===== src/design/dmc_pkg.sv =====
/*
  Constants, types and helper functions for the mode-control register bank
  of a dual-channel interpolating converter.
  Assumes it is compiled before every design file that refers to it.
*/
`default_nettype none

package dmc_pkg;

  // ----------------------------------------------------------------------
  // Register addresses
  // ----------------------------------------------------------------------
  localparam int NUM_REGS = 14;
  localparam logic [4:0] A_PORT = 5'h00;
  localparam logic [4:0] A_FILTER = 5'h01;
  localparam logic [4:0] A_FORMAT = 5'h02;
  localparam logic [4:0] A_CLKDIV = 5'h03;
  localparam logic [4:0] A_LOOP = 5'h04;
  localparam logic [4:0] A_I_FINE = 5'h05;
  localparam logic [4:0] A_I_COARSE = 5'h06;
  localparam logic [4:0] A_I_OFFHI = 5'h07;
  localparam logic [4:0] A_I_OFFLO = 5'h08;
  localparam logic [4:0] A_Q_FINE = 5'h09;
  localparam logic [4:0] A_Q_COARSE = 5'h0A;
  localparam logic [4:0] A_Q_OFFHI = 5'h0B;
  localparam logic [4:0] A_Q_OFFLO = 5'h0C;
  localparam logic [4:0] A_VER = 5'h0D;

  // ----------------------------------------------------------------------
  // Reset values and storage masks (mask bit clear: not stored, reads 0, save the lock bit of 00h and the version in 0Dh)
  // ----------------------------------------------------------------------
  localparam logic [7:0] RST_FILTER = 8'h04;
  localparam logic [7:0] RST_ZERO = 8'h00;
  localparam logic [7:0] M_PORT = 8'hDC;
  localparam logic [7:0] M_FULL = 8'hFF;
  localparam logic [7:0] M_FORMAT = 8'hF7;
  localparam logic [7:0] M_CLKDIV = 8'h83;
  localparam logic [7:0] M_LOOP = 8'hC7;
  localparam logic [7:0] M_COARSE = 8'h0F;
  localparam logic [7:0] M_OFFLO = 8'h83;
  localparam logic [7:0] M_NONE = 8'h00;

  // ----------------------------------------------------------------------
  // Field positions
  // ----------------------------------------------------------------------
  localparam int P_SDIO_BIDIR = 7;
  localparam int P_LSB_FIRST = 6;
  localparam int P_SOFT_RESET = 5;
  localparam int P_SLEEP = 4;
  localparam int P_PDOWN = 3;
  localparam int P_ONE_RES = 2;
  localparam int P_LOCK = 1;
  localparam int P_INTERP = 6;
  localparam int P_MOD = 4;
  localparam int P_ZSTUFF = 3;
  localparam int P_REAL_MIX = 2;
  localparam int P_ROTATION = 1;
  localparam int P_PIN_SEL = 0;
  localparam int P_UNSIGNED = 7;
  localparam int P_ONE_PORT = 6;
  localparam int P_STRONG = 5;
  localparam int P_CLK_INV = 4;
  localparam int P_PCLK_INV = 2;
  localparam int P_SEL_INV = 1;
  localparam int P_Q_FIRST = 0;
  localparam int P_RATE_SDO = 7;
  localparam int P_DIV = 0;
  localparam int P_PLL_ON = 7;
  localparam int P_CP_MAN = 6;
  localparam int P_CP = 0;
  localparam int P_OFF_DIR = 7;
  localparam int P_OFF_LO = 0;
  localparam int P_RW = 7;

  // ----------------------------------------------------------------------
  // Serial framing and synchroniser layout
  // ----------------------------------------------------------------------
  localparam logic [2:0] LAST_BIT = 3'h7;
  localparam logic [2:0] CNT_STEP = 3'h1;
  localparam int S_SCLK = 0;
  localparam int S_CS_N = 1;
  localparam int S_SDIO = 2;
  localparam int S_LOCK = 3;
  localparam logic [3:0] SYNC_IDLE = 4'h2;

  // ----------------------------------------------------------------------
  // Types
  // ----------------------------------------------------------------------
  typedef enum logic [1:0] {INTERP_1X, INTERP_2X, INTERP_4X, INTERP_8X} dmc_interp_t;
  typedef enum logic [1:0] {MOD_NONE, MOD_HALF, MOD_QUARTER, MOD_EIGHTH} dmc_mod_t;

  // Decoded mode settings handed to the data path and clock logic.
  typedef struct packed {
    logic sdio_bidir;
    logic lsb_first;
    logic sleep;
    logic power_down;
    logic one_resistor;
    dmc_interp_t interp;
    dmc_mod_t modulation;
    logic zero_stuff;
    logic real_mix;
    logic pos_rotation;
    logic clk_on_shared_pin;
    logic unsigned_data;
    logic one_port;
    logic clk_strong;
    logic clk_invert;
    logic port_clk_invert;
    logic sel_invert;
    logic q_first;
    logic rate_clk_on_sdo;
    logic [1:0] pll_div;
    logic pll_on;
    logic cp_manual;
    logic [2:0] cp_current;
  } dmc_mode_t;

  // Per-channel gain and offset settings.
  typedef struct packed {
    logic [7:0] fine_gain;
    logic [3:0] coarse_gain;
    logic [9:0] offset;
    logic offset_on_comp;
  } dmc_chan_t;

  // ----------------------------------------------------------------------
  // Helpers
  // ----------------------------------------------------------------------
  // Bits that a register really stores; also masks read-back.
  function automatic logic [7:0] reg_mask(input logic [4:0] a);
    case (a)
      A_PORT: reg_mask = M_PORT;
      A_FORMAT: reg_mask = M_FORMAT;
      A_CLKDIV: reg_mask = M_CLKDIV;
      A_LOOP: reg_mask = M_LOOP;
      A_I_COARSE, A_Q_COARSE: reg_mask = M_COARSE;
      A_I_OFFLO, A_Q_OFFLO: reg_mask = M_OFFLO;
      A_FILTER, A_I_FINE, A_I_OFFHI, A_Q_FINE, A_Q_OFFHI: reg_mask = M_FULL;
      default: reg_mask = M_NONE;
    endcase
  endfunction

  // Default content of a register.
  function automatic logic [7:0] reg_default(input logic [4:0] a);
    reg_default = (a == A_FILTER) ? RST_FILTER : RST_ZERO;
  endfunction

  // One serial bit into a byte, in the selected order.
  function automatic logic [7:0] shift_in(input logic [7:0] sh, input logic b, input logic lsb);
    shift_in = lsb ? {b, sh[7:1]} : {sh[6:0], b};
  endfunction

endpackage

`default_nettype wire


===== src/design/dmc_regs.sv =====
/*
  Serial-port slave and mode-control register bank of a dual converter.
  Assumes the serial clock and chip select come from an outside host and
  are far slower than clk_i; rate_clk_i comes from logic on clk_i.
*/
`default_nettype none

module dmc_regs #(
  // Version code; the value is arbitrary.
  parameter logic [3:0] VERSION = 4'h1
) (
  // Clock and reset
  input wire logic clk_i,
  input wire logic srst_i,
  // Serial port
  input wire logic spi_sclk_i,
  input wire logic spi_cs_n_i,
  input wire logic spi_sdio_i,
  output logic spi_sdio_o,
  output logic spi_sdio_oe_n_o,
  output logic spi_sdo_o,
  output logic spi_sdo_oe_n_o,
  // Device status and clock
  input wire logic pll_lock_i,
  input wire logic rate_clk_i,
  // Decoded settings
  output dmc_pkg::dmc_mode_t mode_o,
  output dmc_pkg::dmc_chan_t chan_i_o,
  output dmc_pkg::dmc_chan_t chan_q_o,
  output logic restart_o,
  output logic shared_pin_o
);

  // ----------------------------------------------------------------------
  // Input synchronisation
  // ----------------------------------------------------------------------
  typedef enum logic [1:0] {ST_IDLE, ST_INSTR, ST_DATA, ST_DONE} dmc_spi_state_t;

  logic [3:0] pins_s;  // Synchronised pins.
  logic sclk_q;  // Previous serial clock level.
  logic sclk_rise;  // Serial clock rose.
  logic sclk_fall;  // Serial clock fell.

  dmc_sync u_sync (
    .clk_i(clk_i),
    .srst_i(srst_i),
    .async_i({pll_lock_i, spi_sdio_i, spi_cs_n_i, spi_sclk_i}),
    .sync_o(pins_s)
  );

  assign sclk_rise = pins_s[dmc_pkg::S_SCLK] & ~sclk_q;
  assign sclk_fall = ~pins_s[dmc_pkg::S_SCLK] & sclk_q;

  // ----------------------------------------------------------------------
  // State
  // ----------------------------------------------------------------------
  logic [7:0] regs [dmc_pkg::NUM_REGS];  // Register storage.
  logic [7:0] next_regs [dmc_pkg::NUM_REGS];
  dmc_spi_state_t state;  // Serial frame state.
  dmc_spi_state_t next_state;
  logic [2:0] cnt;  // Bits seen in the current byte.
  logic [2:0] next_cnt;
  logic [7:0] sh_in;  // Incoming byte.
  logic [7:0] next_sh_in;
  logic [7:0] sh_out;  // Outgoing read byte.
  logic [7:0] next_sh_out;
  logic rd;  // Frame is a read.
  logic next_rd;
  logic [4:0] addr;  // Frame address.
  logic [4:0] next_addr;
  logic [7:0] sin;  // Byte including the bit now sampled.
  logic wr_stb;  // Write completes this cycle.
  logic next_restart;
  logic next_shared;
  logic out_bit;  // Bit presented to the host.
  logic reading;  // Read data phase.

  // Read value of one address; unmapped space reads zero.
  function automatic logic [7:0] reg_read(input logic [4:0] a);
    logic [7:0] v;
    v = 8'h00;
    if (a < dmc_pkg::A_VER) begin
      v = regs[a[3:0]] & dmc_pkg::reg_mask(a);
      if (a == dmc_pkg::A_PORT) begin
        v[dmc_pkg::P_LOCK] = pins_s[dmc_pkg::S_LOCK];
      end
    end else if (a == dmc_pkg::A_VER) begin
      v = {4'h0, VERSION};
    end
    return v;
  endfunction

  // Channel settings from its four registers.
  function automatic dmc_pkg::dmc_chan_t to_chan(input logic [7:0] fine, input logic [7:0] coarse,
                                                  input logic [7:0] hi, input logic [7:0] lo);
    dmc_pkg::dmc_chan_t c;
    c.fine_gain = fine;
    c.coarse_gain = coarse[3:0];
    c.offset = {hi, lo[dmc_pkg::P_OFF_LO +: 2]};
    c.offset_on_comp = lo[dmc_pkg::P_OFF_DIR];
    return c;
  endfunction

  // ----------------------------------------------------------------------
  // Serial frame: instruction byte, then one data byte
  // ----------------------------------------------------------------------
  assign sin = dmc_pkg::shift_in(sh_in, pins_s[dmc_pkg::S_SDIO], mode_o.lsb_first);

  // Bits are sampled on rising edges and read data moves on falling edges.
  // The first falling edge after the instruction does not shift, so the
  // first data bit is already out before the host samples it.
  always_comb begin
    next_state = state;
    next_cnt = cnt;
    next_sh_in = sh_in;
    next_sh_out = sh_out;
    next_rd = rd;
    next_addr = addr;
    wr_stb = 1'b0;
    if (pins_s[dmc_pkg::S_CS_N]) begin
      // Deselect aborts any frame.
      next_state = ST_IDLE;
      next_cnt = 3'h0;
    end else begin
      case (state)
        ST_IDLE: begin
          next_state = ST_INSTR;
        end
        ST_INSTR: begin
          if (sclk_rise) begin
            next_sh_in = sin;
            next_cnt = cnt + dmc_pkg::CNT_STEP;
            if (cnt == dmc_pkg::LAST_BIT) begin
              next_rd = sin[dmc_pkg::P_RW];
              next_addr = sin[4:0];
              next_sh_out = reg_read(sin[4:0]);
              next_state = ST_DATA;
            end
          end
        end
        ST_DATA: begin
          if (sclk_rise) begin
            next_sh_in = sin;
            next_cnt = cnt + dmc_pkg::CNT_STEP;
            if (cnt == dmc_pkg::LAST_BIT) begin
              wr_stb = ~rd;
              next_state = ST_DONE;
            end
          end else if (sclk_fall && cnt != 3'h0) begin
            next_sh_out = mode_o.lsb_first ? {1'b0, sh_out[7:1]} : {sh_out[6:0], 1'b0};
          end
        end
        ST_DONE: begin
          // Extra clocks are ignored until deselect.
          next_state = ST_DONE;
        end
        default: begin
          next_state = ST_IDLE;
        end
      endcase
    end
  end

  // Serial registers.
  always_ff @(posedge clk_i) begin
    if (srst_i) begin
      state <= ST_IDLE;
      cnt <= 3'h0;
      sh_in <= 8'h00;
      sh_out <= 8'h00;
      rd <= 1'b0;
      addr <= 5'h00;
      sclk_q <= 1'b0;
    end else begin
      state <= next_state;
      cnt <= next_cnt;
      sh_in <= next_sh_in;
      sh_out <= next_sh_out;
      rd <= next_rd;
      addr <= next_addr;
      sclk_q <= pins_s[dmc_pkg::S_SCLK];
    end
  end

  // Read data goes out on the data pin only when it is set bidirectional,
  // otherwise on the separate output pin.
  assign reading = (state == ST_DATA) && rd;
  assign out_bit = mode_o.lsb_first ? sh_out[0] : sh_out[7];
  assign spi_sdio_o = out_bit;
  assign spi_sdo_o = out_bit;
  assign spi_sdio_oe_n_o = ~(reading & mode_o.sdio_bidir);
  assign spi_sdo_oe_n_o = ~(reading & ~mode_o.sdio_bidir);

  // ----------------------------------------------------------------------
  // Register file
  // ----------------------------------------------------------------------
  always_comb begin
    next_regs = regs;
    next_restart = 1'b0;
    if (wr_stb && addr <= dmc_pkg::A_VER) begin
      if (addr == dmc_pkg::A_PORT && sin[dmc_pkg::P_SOFT_RESET]) begin
        for (int i = 1; i < dmc_pkg::NUM_REGS; i++) begin
          next_regs[i] = dmc_pkg::reg_default(5'(i));
        end
        next_restart = 1'b1;
      end
      next_regs[addr[3:0]] = sin & dmc_pkg::reg_mask(addr);
    end
    next_shared = regs[dmc_pkg::A_FILTER[3:0]][dmc_pkg::P_PIN_SEL] ?
                  (rate_clk_i ^ regs[dmc_pkg::A_FORMAT[3:0]][dmc_pkg::P_CLK_INV]) : pins_s[dmc_pkg::S_LOCK];
  end

  // Registers only; the reset pin clears 00h as well.
  always_ff @(posedge clk_i) begin
    if (srst_i) begin
      for (int i = 0; i < dmc_pkg::NUM_REGS; i++) begin
        regs[i] <= dmc_pkg::reg_default(5'(i));
      end
      restart_o <= 1'b0;
      shared_pin_o <= 1'b0;
    end else begin
      regs <= next_regs;
      restart_o <= next_restart;
      shared_pin_o <= next_shared;
    end
  end

  // ----------------------------------------------------------------------
  // Decoded settings
  // ----------------------------------------------------------------------
  always_comb begin
    mode_o.sdio_bidir = regs[dmc_pkg::A_PORT[3:0]][dmc_pkg::P_SDIO_BIDIR];
    mode_o.lsb_first = regs[dmc_pkg::A_PORT[3:0]][dmc_pkg::P_LSB_FIRST];
    mode_o.sleep = regs[dmc_pkg::A_PORT[3:0]][dmc_pkg::P_SLEEP];
    mode_o.power_down = regs[dmc_pkg::A_PORT[3:0]][dmc_pkg::P_PDOWN];
    mode_o.one_resistor = regs[dmc_pkg::A_PORT[3:0]][dmc_pkg::P_ONE_RES];
    mode_o.interp = dmc_pkg::dmc_interp_t'(regs[dmc_pkg::A_FILTER[3:0]][dmc_pkg::P_INTERP +: 2]);
    mode_o.modulation = dmc_pkg::dmc_mod_t'(regs[dmc_pkg::A_FILTER[3:0]][dmc_pkg::P_MOD +: 2]);
    mode_o.zero_stuff = regs[dmc_pkg::A_FILTER[3:0]][dmc_pkg::P_ZSTUFF];
    mode_o.real_mix = regs[dmc_pkg::A_FILTER[3:0]][dmc_pkg::P_REAL_MIX];
    mode_o.pos_rotation = regs[dmc_pkg::A_FILTER[3:0]][dmc_pkg::P_ROTATION];
    mode_o.clk_on_shared_pin = regs[dmc_pkg::A_FILTER[3:0]][dmc_pkg::P_PIN_SEL];
    mode_o.unsigned_data = regs[dmc_pkg::A_FORMAT[3:0]][dmc_pkg::P_UNSIGNED];
    mode_o.one_port = regs[dmc_pkg::A_FORMAT[3:0]][dmc_pkg::P_ONE_PORT];
    mode_o.clk_strong = regs[dmc_pkg::A_FORMAT[3:0]][dmc_pkg::P_STRONG];
    mode_o.clk_invert = regs[dmc_pkg::A_FORMAT[3:0]][dmc_pkg::P_CLK_INV];
    mode_o.port_clk_invert = regs[dmc_pkg::A_FORMAT[3:0]][dmc_pkg::P_PCLK_INV];
    mode_o.sel_invert = regs[dmc_pkg::A_FORMAT[3:0]][dmc_pkg::P_SEL_INV];
    mode_o.q_first = regs[dmc_pkg::A_FORMAT[3:0]][dmc_pkg::P_Q_FIRST];
    mode_o.rate_clk_on_sdo = regs[dmc_pkg::A_CLKDIV[3:0]][dmc_pkg::P_RATE_SDO];
    mode_o.pll_div = regs[dmc_pkg::A_CLKDIV[3:0]][dmc_pkg::P_DIV +: 2];
    mode_o.pll_on = regs[dmc_pkg::A_LOOP[3:0]][dmc_pkg::P_PLL_ON];
    mode_o.cp_manual = regs[dmc_pkg::A_LOOP[3:0]][dmc_pkg::P_CP_MAN];
    mode_o.cp_current = regs[dmc_pkg::A_LOOP[3:0]][dmc_pkg::P_CP +: 3];
  end

  assign chan_i_o = to_chan(regs[dmc_pkg::A_I_FINE[3:0]], regs[dmc_pkg::A_I_COARSE[3:0]],
                            regs[dmc_pkg::A_I_OFFHI[3:0]], regs[dmc_pkg::A_I_OFFLO[3:0]]);
  assign chan_q_o = to_chan(regs[dmc_pkg::A_Q_FINE[3:0]], regs[dmc_pkg::A_Q_COARSE[3:0]],
                            regs[dmc_pkg::A_Q_OFFHI[3:0]], regs[dmc_pkg::A_Q_OFFLO[3:0]]);

  // ----------------------------------------------------------------------
  // Assertions
  // ----------------------------------------------------------------------
  logic instr_done;
  assign instr_done = (state == ST_INSTR) && sclk_rise && (cnt == dmc_pkg::LAST_BIT);

  a_unmapped_read: assert property (@(posedge clk_i) disable iff (srst_i)
    instr_done && sin[4:0] > dmc_pkg::A_VER |=> sh_out == 8'h00) else $error("unmapped read not zero");
  a_zero_stuff_bit: assert property (@(posedge clk_i) disable iff (srst_i)
    wr_stb && addr == dmc_pkg::A_FILTER |=> mode_o.zero_stuff == $past(sin[dmc_pkg::P_ZSTUFF]))
    else $error("zero stuffing not taken from write");
  a_shared_pin_mux: assert property (@(posedge clk_i) disable iff (srst_i)
    ##1 shared_pin_o == ($past(mode_o.clk_on_shared_pin) ? $past(rate_clk_i ^ mode_o.clk_invert)
                                                          : $past(pins_s[dmc_pkg::S_LOCK])))
    else $error("shared pin shows wrong source");
  a_i_offset_dir: assert property (@(posedge clk_i) disable iff (srst_i)
    wr_stb && addr == dmc_pkg::A_I_OFFLO |=> chan_i_o.offset_on_comp == $past(sin[dmc_pkg::P_OFF_DIR]))
    else $error("in-phase offset direction wrong");
  a_q_offset_dir: assert property (@(posedge clk_i) disable iff (srst_i)
    wr_stb && addr == dmc_pkg::A_Q_OFFLO |=> chan_q_o.offset_on_comp == $past(sin[dmc_pkg::P_OFF_DIR]))
    else $error("quadrature offset direction wrong");
  a_reset_defaults: assert property (@(posedge clk_i) disable iff (srst_i)
    $fell(srst_i) |-> mode_o.real_mix && mode_o.modulation == dmc_pkg::MOD_NONE && !mode_o.one_port
    && !mode_o.lsb_first && !mode_o.sdio_bidir && !mode_o.unsigned_data && !mode_o.q_first)
    else $error("defaults missing after reset");
  a_soft_reset_eff: assert property (@(posedge clk_i) disable iff (srst_i)
    wr_stb && addr == dmc_pkg::A_PORT && sin[dmc_pkg::P_SOFT_RESET] |=> restart_o
    && regs[dmc_pkg::A_FILTER[3:0]] == dmc_pkg::RST_FILTER && !regs[dmc_pkg::A_PORT[3:0]][dmc_pkg::P_SOFT_RESET]
    && regs[dmc_pkg::A_PORT[3:0]] == ($past(sin) & dmc_pkg::M_PORT)) else $error("soft reset effect wrong");
  a_interp_decode: assert property (@(posedge clk_i) disable iff (srst_i)
    wr_stb && addr == dmc_pkg::A_FILTER |=> mode_o.interp == dmc_pkg::dmc_interp_t'($past(sin[7:6])))
    else $error("interpolation rate wrong");
  a_mod_decode: assert property (@(posedge clk_i) disable iff (srst_i)
    wr_stb && addr == dmc_pkg::A_FILTER |=> mode_o.modulation == dmc_pkg::dmc_mod_t'($past(sin[5:4])))
    else $error("modulation mode wrong");
  a_offset_join: assert property (@(posedge clk_i) disable iff (srst_i)
    wr_stb && addr == dmc_pkg::A_Q_OFFHI |=> chan_q_o.offset[9:2] == $past(sin)) else $error("offset high wrong");
  a_version_ro: assert property (@(posedge clk_i) disable iff (srst_i)
    instr_done && sin[4:0] == dmc_pkg::A_VER |=> sh_out == {4'h0, VERSION}) else $error("version not read-only");

  c_read: cover property (@(posedge clk_i) disable iff (srst_i) reading ##1 state == ST_DONE);
  c_write: cover property (@(posedge clk_i) disable iff (srst_i) wr_stb);
  c_soft_reset: cover property (@(posedge clk_i) disable iff (srst_i) restart_o);
  c_lsb_read: cover property (@(posedge clk_i) disable iff (srst_i) reading && mode_o.lsb_first);

endmodule

`default_nettype wire


===== src/design/dmc_sync.sv =====
/*
  Three-stage input synchroniser with a stability filter.
  Assumes its inputs are asynchronous to clk_i; an output bit follows only
  once the second and third stages agree.
*/
`default_nettype none

module dmc_sync (
  // Clock and reset
  input wire logic clk_i,
  input wire logic srst_i,
  // Pins
  input wire logic [3:0] async_i,
  output logic [3:0] sync_o
);

  // Stage registers; stage one feeds stage two only.
  logic [3:0] stage1;
  logic [3:0] stage2;
  logic [3:0] stage3;
  logic [3:0] next_sync;

  // A bit is taken once the two later stages agree, which masks a single
  // metastable resolution from the logic downstream.
  always_comb begin
    next_sync = sync_o;
    for (int i = 0; i < 4; i++) begin
      if (stage2[i] == stage3[i]) begin
        next_sync[i] = stage3[i];
      end
    end
  end

  // Registers only.
  always_ff @(posedge clk_i) begin
    if (srst_i) begin
      stage1 <= dmc_pkg::SYNC_IDLE;
      stage2 <= dmc_pkg::SYNC_IDLE;
      stage3 <= dmc_pkg::SYNC_IDLE;
      sync_o <= dmc_pkg::SYNC_IDLE;
    end else begin
      stage1 <= async_i;
      stage2 <= stage1;
      stage3 <= stage2;
      sync_o <= next_sync;
    end
  end

endmodule

`default_nettype wire


===== config.mk =====
export PLATFORM = sky130hd
export DESIGN_NAME = dmc_regs
export DESIGN_NICKNAME = d
export VERILOG_FILES = /design/src/design/dmc_pkg.sv /design/src/design/dmc_regs.sv /design/src/design/dmc_sync.sv
export SDC_FILE = /design/constraint.sdc
export NUM_CORES = 1
export LEC_CHECK = 0
export ABC_AREA = 0
export ABC_CLOCK_PERIOD_IN_PS = 6800
export BUFFER_PORTS_ARGS = -buffer_cell sky130_fd_sc_hd__buf_2
export CAP_MARGIN = 30
export CORE_ASPECT_RATIO = 1.25
export CORE_MARGIN = 8
export CORE_UTILIZATION = 36
export DETAILED_ROUTE_END_ITERATION = 8
export GPL_ROUTABILITY_DRIVEN = 0
export PLACE_DENSITY = 0.59
export SLEW_MARGIN = 20
export SYNTH_ARGS = -nofsm -noshare
export SYNTH_HDL_FRONTEND = slang
export SYNTH_SLANG_ARGS = --single-unit

===== constraint.sdc =====
create_clock -name clk_i -period 6.8 [get_ports clk_i]
set_clock_uncertainty 0.1 [all_clocks]
set_input_delay 0.68 -clock clk_i [delete_from_list [all_inputs] [get_ports clk_i]]
set_output_delay 0.68 -clock clk_i [all_outputs]
set_load 0.02 [all_outputs]

; After elaboration in Yosys (flattened, before gate mapping)
; Memory sizes are Yosys's and may differ from the RTL's. A register that Yosys moved wholly into a read port is not among the register bits.
; Index checks and enable logic that the tools add are counted.
[word_totals]
ff_bits = 158
output_inout_bits = 80
mem_count = 2
in_bits = 7
word_cells = 128
rom_bits = 256
[op_classes]
n_bitwise = 17
eq_ne = 15
muxes = 40
n_lt_le_gt_ge = 5
add_sub_neg = 1
reduce_logical = 18
[memory_table]
columns = memory, words, word_bits, read_ports, rd_clocked_by_memory_dff, wr, line
row1 = (name not given), 16, 8, 1, 1, 0, dmc_pkg.sv:132  ; case (a)
row2 = (name not given), 16, 8, 1, 0, 0, dmc_pkg.sv:132
[ops]
columns = op, n
row1 = two-way mux 104 bit, 2
row2 = two-way mux 8 bit, 18
row3 = bitwise mux 112 bit, 1
row4 = binary-select mux 8 bit (select 4 bit), 1
row5 = demux 8 bit (select 4 bit), 1
row6 = AND 8 bit, 2
row7 = one-hot mux 8 bit (2 select lines), 1
row8 = >= comparator 5 bit (second input constant), 2
row9 = zero test 5 bit, 2
row10 = NOT 4 -> 5 bit, 2
row11 = two-way mux 1 bit, 9
row12 = two-way mux 2 bit, 4
row13 = two-way mux 4 bit, 2
row14 = inequality test 2 bit (second input constant), 4
row15 = NOT 1 bit, 8
row16 = one-hot mux 2 bit (4 select lines), 1
row17 = AND reduction 4 bit, 2
row18 = AND reduction 6 bit, 1
row19 = OR reduction 2 bit, 3
row20 = == test 5 x 4 -> 1 bit (second input constant), 1
row21 = less-or-equal comparator 5 x 4 -> 1 bit (second input constant), 1
row22 = logical AND 1 bit, 5
row23 = less-than comparator 5 x 1 -> 1 bit (second input constant), 1
row24 = less-than comparator 5 x 4 -> 1 bit (second input constant), 1
row25 = other kinds (13), 21

; Longest topological paths before layout
; An unclocked memory read counts as a cell.
[logic_depth]
depth_word = 14
depth_mapped = 13
depth_no_buf = 11

; Hierarchy
; A second synthesis with hierarchy kept.
[unflattened]
cells_unflattened = 829
hier_area_um2 = 7477.2
[modules_own_cells]
columns = mod, seq_area_each_um2, cells_each, instances, area_per_inst_um2
row1 = dmc_regs, 2582.5, 788, 1, 7005.5
row2 = dmc_sync, 320.3, 41, 1, 471.7

; Worst setup path before layout
; OpenSTA, ideal clock, no wires.
[synth_timing]
path_type = register to register
startpoint = register regs (netlist bit mode_o[26])
endpoint = register sh_out[6]
period_less_slack_ns = 2.751
setup_ns = 0.091
arrival_ns = 2.560
required_ns = 6.609
n_path_buf = 1
stages_incl_launch_ff = 9
path_slack_ns = 4.049
cell_sequence = dfxtp_1 mux2i_4 inv_1 buf_1 ha_1 a211o_1 o311a_1 or4_1 a311oi_1
[synth_between]
elab_chain_len = 13
[synth_lines]
columns = element, line
row1 = "start, declared", dmc_regs.sv:57  ; logic [7:0] regs [dmc_pkg::NUM_REGS];
row2 = "start signal, assigned by index", dmc_regs.sv:217  ; regs[i] <= dmc_pkg::reg_default(5'(i));
row3 = "start signal, assigned", dmc_regs.sv:222  ; regs <= next_regs;
row4 = two-way mux 8 bit *, dmc_pkg.sv:151  ; shift_in = lsb ? {b, sh[7:1]} : {sh[6:0], b};
row5 = named net sin[0], dmc_regs.sv:71  ; logic [7:0] sin;
row6 = memory (16 x 8 bit), --
row7 = two-way mux 8 bit, dmc_pkg.sv:132
row8 = two-way mux 8 bit, dmc_regs.sv:82  ; if (a < dmc_pkg::A_VER) begin
row9 = two-way mux 8 bit, dmc_regs.sv:133  ; if (cnt == dmc_pkg::LAST_BIT) begin
row10 = two-way mux 8 bit, dmc_regs.sv:130  ; if (sclk_rise) begin
row11 = two-way mux 8 bit, dmc_regs.sv:125  ; case (state)
row12 = two-way mux 8 bit, dmc_regs.sv:120  ; if (pins_s[dmc_pkg::S_CS_N]) begin
row13 = AND 8 bit, dmc_regs.sv:83  ; v = regs[a[3:0]] & dmc_pkg::reg_mask(a);
row14 = two-way mux 8 bit *, dmc_regs.sv:82
row15 = two-way mux 8 bit *, dmc_regs.sv:133
row16 = two-way mux 8 bit *, dmc_regs.sv:130
row17 = one-hot mux 8 bit (2 select lines) *, dmc_regs.sv:125
row18 = "end signal, assigned", dmc_regs.sv:178  ; sh_out <= next_sh_out;
row19 = "end, declared", dmc_regs.sv:65  ; logic [7:0] sh_out;
; Mark *: on every way through the listed nets, which the timed path passes. The rest lies on a longest branch. The select of a mux whose other input is x is not followed.
; A chain may end at the register's enable or synchronous reset.

; Worst setup path in the final report
[layout_timing]
startpoint = register state[0]
endpoint = register regs (netlist bit chan_i_o[22])
[layout_between]
elab_chain_len = 4
[layout_lines]
columns = element, line
row1 = "start, declared", dmc_regs.sv:59  ; dmc_spi_state_t state;
row2 = "start signal, assigned", dmc_regs.sv:175  ; state <= next_state;
row3 = == test 2 bit, dmc_regs.sv:125
row4 = two-way mux 1 bit, dmc_regs.sv:125
row5 = two-way mux 1 bit, dmc_regs.sv:120
row6 = logical AND 1 bit, dmc_regs.sv:200  ; if (wr_stb && addr <= dmc_pkg::A_VER) begin
; No other way between the ends.

==> flow_metrics.tcl <==
set metrics [dict create \
    synthArstFlopShare 0 \
    cts_buffers 17 \
    crit_fanout 17 \
    avgRoutedWirePerCell_um 18.8 \
    ant_nets 0 \
    drt_drc_violations_left 0 \
    ys_warn_count 0 \
    period_minus_slack_ps 3590 \
    fmax_mhz 279 \
    die_area_um2 26600 \
    max_slew_margin 0.354 \
    slew_viol_final 0 \
    ioPinCount 87 \
    maxCapViolations 0 \
    grt_pass1_vias 6501 \
    vias 6593 \
    port_buffers 86 \
    die_h_um 180 \
    cts-resized-gates 0 \
    start_util 0.364 \
    synth_seq_area_share 0.387 \
    use_met3 0.0407 \
    insertion_delay_ps 430 \
    critPathLaunchType "register" \
    postCtsSetupRepairBufs 0 \
    clockBufferDepth 2 \
    ys_seq_elements 150 \
    critPathMostFrequentCell "nor2_1" \
    drt_iter0_drc 532 \
    syn_inst 964 \
    cp_slowest_cell "nand4_1" \
    fillers 2205 \
    hp-class "register to register" \
    endpoint_kind "register" \
    coreArea_um2 21300 \
    synthesis.nets 986 \
    drt_wl_total_um 23100 \
    final.period_utilization 0.528 \
    grtUsageMet2 0.295 \
    cts_root_buffer "clkbuf_16" \
    netlist_area_um2 7760 \
    ys_types 69 \
    grt_max_degree 73 \
    worstMarginPinSlew_ps 966 \
    finalHoldViolations 0 \
    cp.required_ps 6990 \
    use_met1 0.216 \
    synth_area_leaders "dfxtp_1 39%, nor2_1 9.9%, buf_4 7.8%, a22oi_1 4.0%, a31oi_1 3.9%" \
    cts_tree "done" \
    synth_edf_count 0 \
    crit_arrival_ps 3780 \
    antennaDiodeCount 0 \
    slowest_delay_ps 660 \
    busiest_layer "met2" \
    drive_above_1_share 0.183 \
    status "finished, final reports clean" \
    nets 961 \
    dpl.hpwl_um 16500 \
    p_total_mw 1.84 \
    tns_ps 0 \
    rsz0062_at_grt "no" \
    power_per_cell_area_nw_per_um2 219 \
    grtUsageTotal 0.178 \
    cts_hold_buf 0 \
    clk_pin_slew_ps 60 \
    yosysTopAreaCell "dfxtp_1" \
    synth_flop_cell "dfxtp_1" \
    leakagePower_nw 3.16 \
    antenna_found_initial 0 \
    rrSetupSlack_ps 3210 \
    synth_top_area_share 0.387 \
    cp_cell_sequence "inv_1, ha_1, nor3b_1, nand4_1, nor3_2, nor2_1, a22oi_1, nor2_1" \
    cts_sinks 150 \
    grt-ovfl-total 0 \
    finalSetupViolCount 0 \
    grt_pass1_wl_um 37600 \
    num_rows 60 \
    area_growth_pct 8.48 \
    die_w_um 147 \
    firstDrtPassIters 5 \
    via_per_inst 5.36 \
    syn_avg_cell_area_um2 8.05 \
    worstSetupPathType "register to register" \
    irDropWorstVdd_mv 0.135 \
    htreeDepth 4 \
]
==> placed cells by master, fill, tap and decap left out, types with 3 or more instances in the layout <==
master	netlist	layout
a21oi_1	33	33
nand2_1	80	80
nand3_1	30	29
a31oi_1	49	49
a211o_1	3	3
nor3_2	2	3
a311oi_1	5	5
dfxtp_1	150	149
nand3b_1	4	4
a211oi_1	14	14
nand2b_1	7	7
mux4_2	5	5
o22ai_1	3	3
a2111oi_0	5	5
nor2_1	205	205
or2_2	4	4
clkbuf_16	0	17
ha_1	15	15
a22oi_1	41	41
mux2_2	9	9
mux2i_1	17	16
nor3b_1	9	9
xnor2_1	4	4
buf_2	12	86
inv_1	19	19
nor2b_1	17	17
or3b_2	5	5
o21ai_0	21	21
nand4_1	3	3
o211ai_1	5	5
buf_4	81	12
nor3_1	10	9
clkinv_2	0	3
clkinvlp_4	0	6
==> cell type report <==
| cell class | instances | area [um2] | share of cell area |
|---|---|---|---|
| inverter | 20 | 75.1 | 0.00891 |
| tap | 279 | 349 | 0.0415 |
| timing repair buffer | 100 | 559 | 0.0664 |
| clock inverter | 12 | 129 | 0.0153 |
| sequential | 150 | 3000 | 0.357 |
| multi-input combinational | 650 | 3850 | 0.457 |
| clock buffer | 20 | 457 | 0.0542 |
==> stage by stage <==
step	setup WS, ps	utilization	hold WS, ps	area [um2]	instances
detailed placement	3250	0.367	305	7820	1198
floorplan	4050	-	289	7760	964
global placement	3370	0.365	317	7780	1195
CTS	3240	0.394	322	8410	1230
global route	2830	0.395	323	8420	1231
finish	3210	0.395	317	8420	1231
==> layer usage <==
layer  wire (um)  vias up
li1            -     3230
met1        9800     3117
met2       11300      203
met3        1300       43
met4         721        0
met5           0        -
==> report_power, final <==
part           leakage [nW]  total (mW)  switching (mW)  internal, mW
Sequential             1.21       0.883         0.00120         0.882
Combinational          1.68      0.0214          0.0165       0.00483
Clock                 0.270       0.937           0.380         0.557
Total                  3.16        1.84           0.398          1.44
==> flip-flops by register name, summed over array words and instances, names as in the netlist, 5 cells and up, named ones only <==
| signal | count |
|---|---|
| addr | 5 |
| sh_out | 8 |
| chan_q_o | 23 |
| sh_in | 8 |
| mode_o | 28 |
| chan_i_o | 23 |
| regs | 23 |
==> cells in the mapped netlist, types with 3 or more instances <==
| cell | count |
|---|---|
| a2111oi_0 | 5 |
| a211o_1 | 3 |
| a211oi_1 | 14 |
| a21oi_1 | 33 |
| a22oi_1 | 41 |
| a311oi_1 | 5 |
| a31oi_1 | 49 |
| buf_1 | 4 |
| buf_2 | 12 |
| buf_4 | 81 |
| clkbuf_1 | 47 |
| dfxtp_1 | 150 |
| ha_1 | 15 |
| inv_1 | 19 |
| mux2_2 | 9 |
| mux2i_1 | 17 |
| mux4_2 | 5 |
| nand2_1 | 80 |
| nand2b_1 | 7 |
| nand3_1 | 30 |
| nand3b_1 | 4 |
| nand4_1 | 3 |
| nor2_1 | 205 |
| nor2b_1 | 17 |
| nor3_1 | 10 |
| nor3b_1 | 9 |
| o211ai_1 | 5 |
| o21ai_0 | 21 |
| o22ai_1 | 3 |
| or2_2 | 4 |
| or3b_2 | 5 |
| xnor2_1 | 4 |
==> cell families (layout without fill, tap and decap cells) <==
group / Yosys count / in the layout / synth area share
buffers and inverters: 164 / 152 / 0.120
xor gates and xnor gates: 5 / 5 / 0.00564
adders and majority gates: 15 / 15 / 0.0242
muxes: 33 / 33 / 0.0541
DFF: 150 / 150 / 0.387
AOI/OAI and AO/OA: 206 / 206 / 0.184
and+or+nand+nor: 391 / 391 / 0.225
==> final timing paths <==
check	startpoint	end	cells past startpoint
min	u_sync.stage1[1]	u_sync.stage2[1]	1
max	state[0]	chan_i_o[22]	8
max reg2reg	state[0]	chan_i_o[22]	8
min reg2reg	u_sync.stage1[1]	u_sync.stage2[1]	1
==> critical path: cells and delay by family, from the launching register on <==
family / cells / cell delay [ps]
and+or+nand+nor: 5 / 2170
adders and majority gates: 1 / 520
DFF: 1 / 320
AOI/OAI and AO/OA: 1 / 260
buffers and inverters: 1 / 80
No activity file was read; power rests on OpenSTA's default activity.
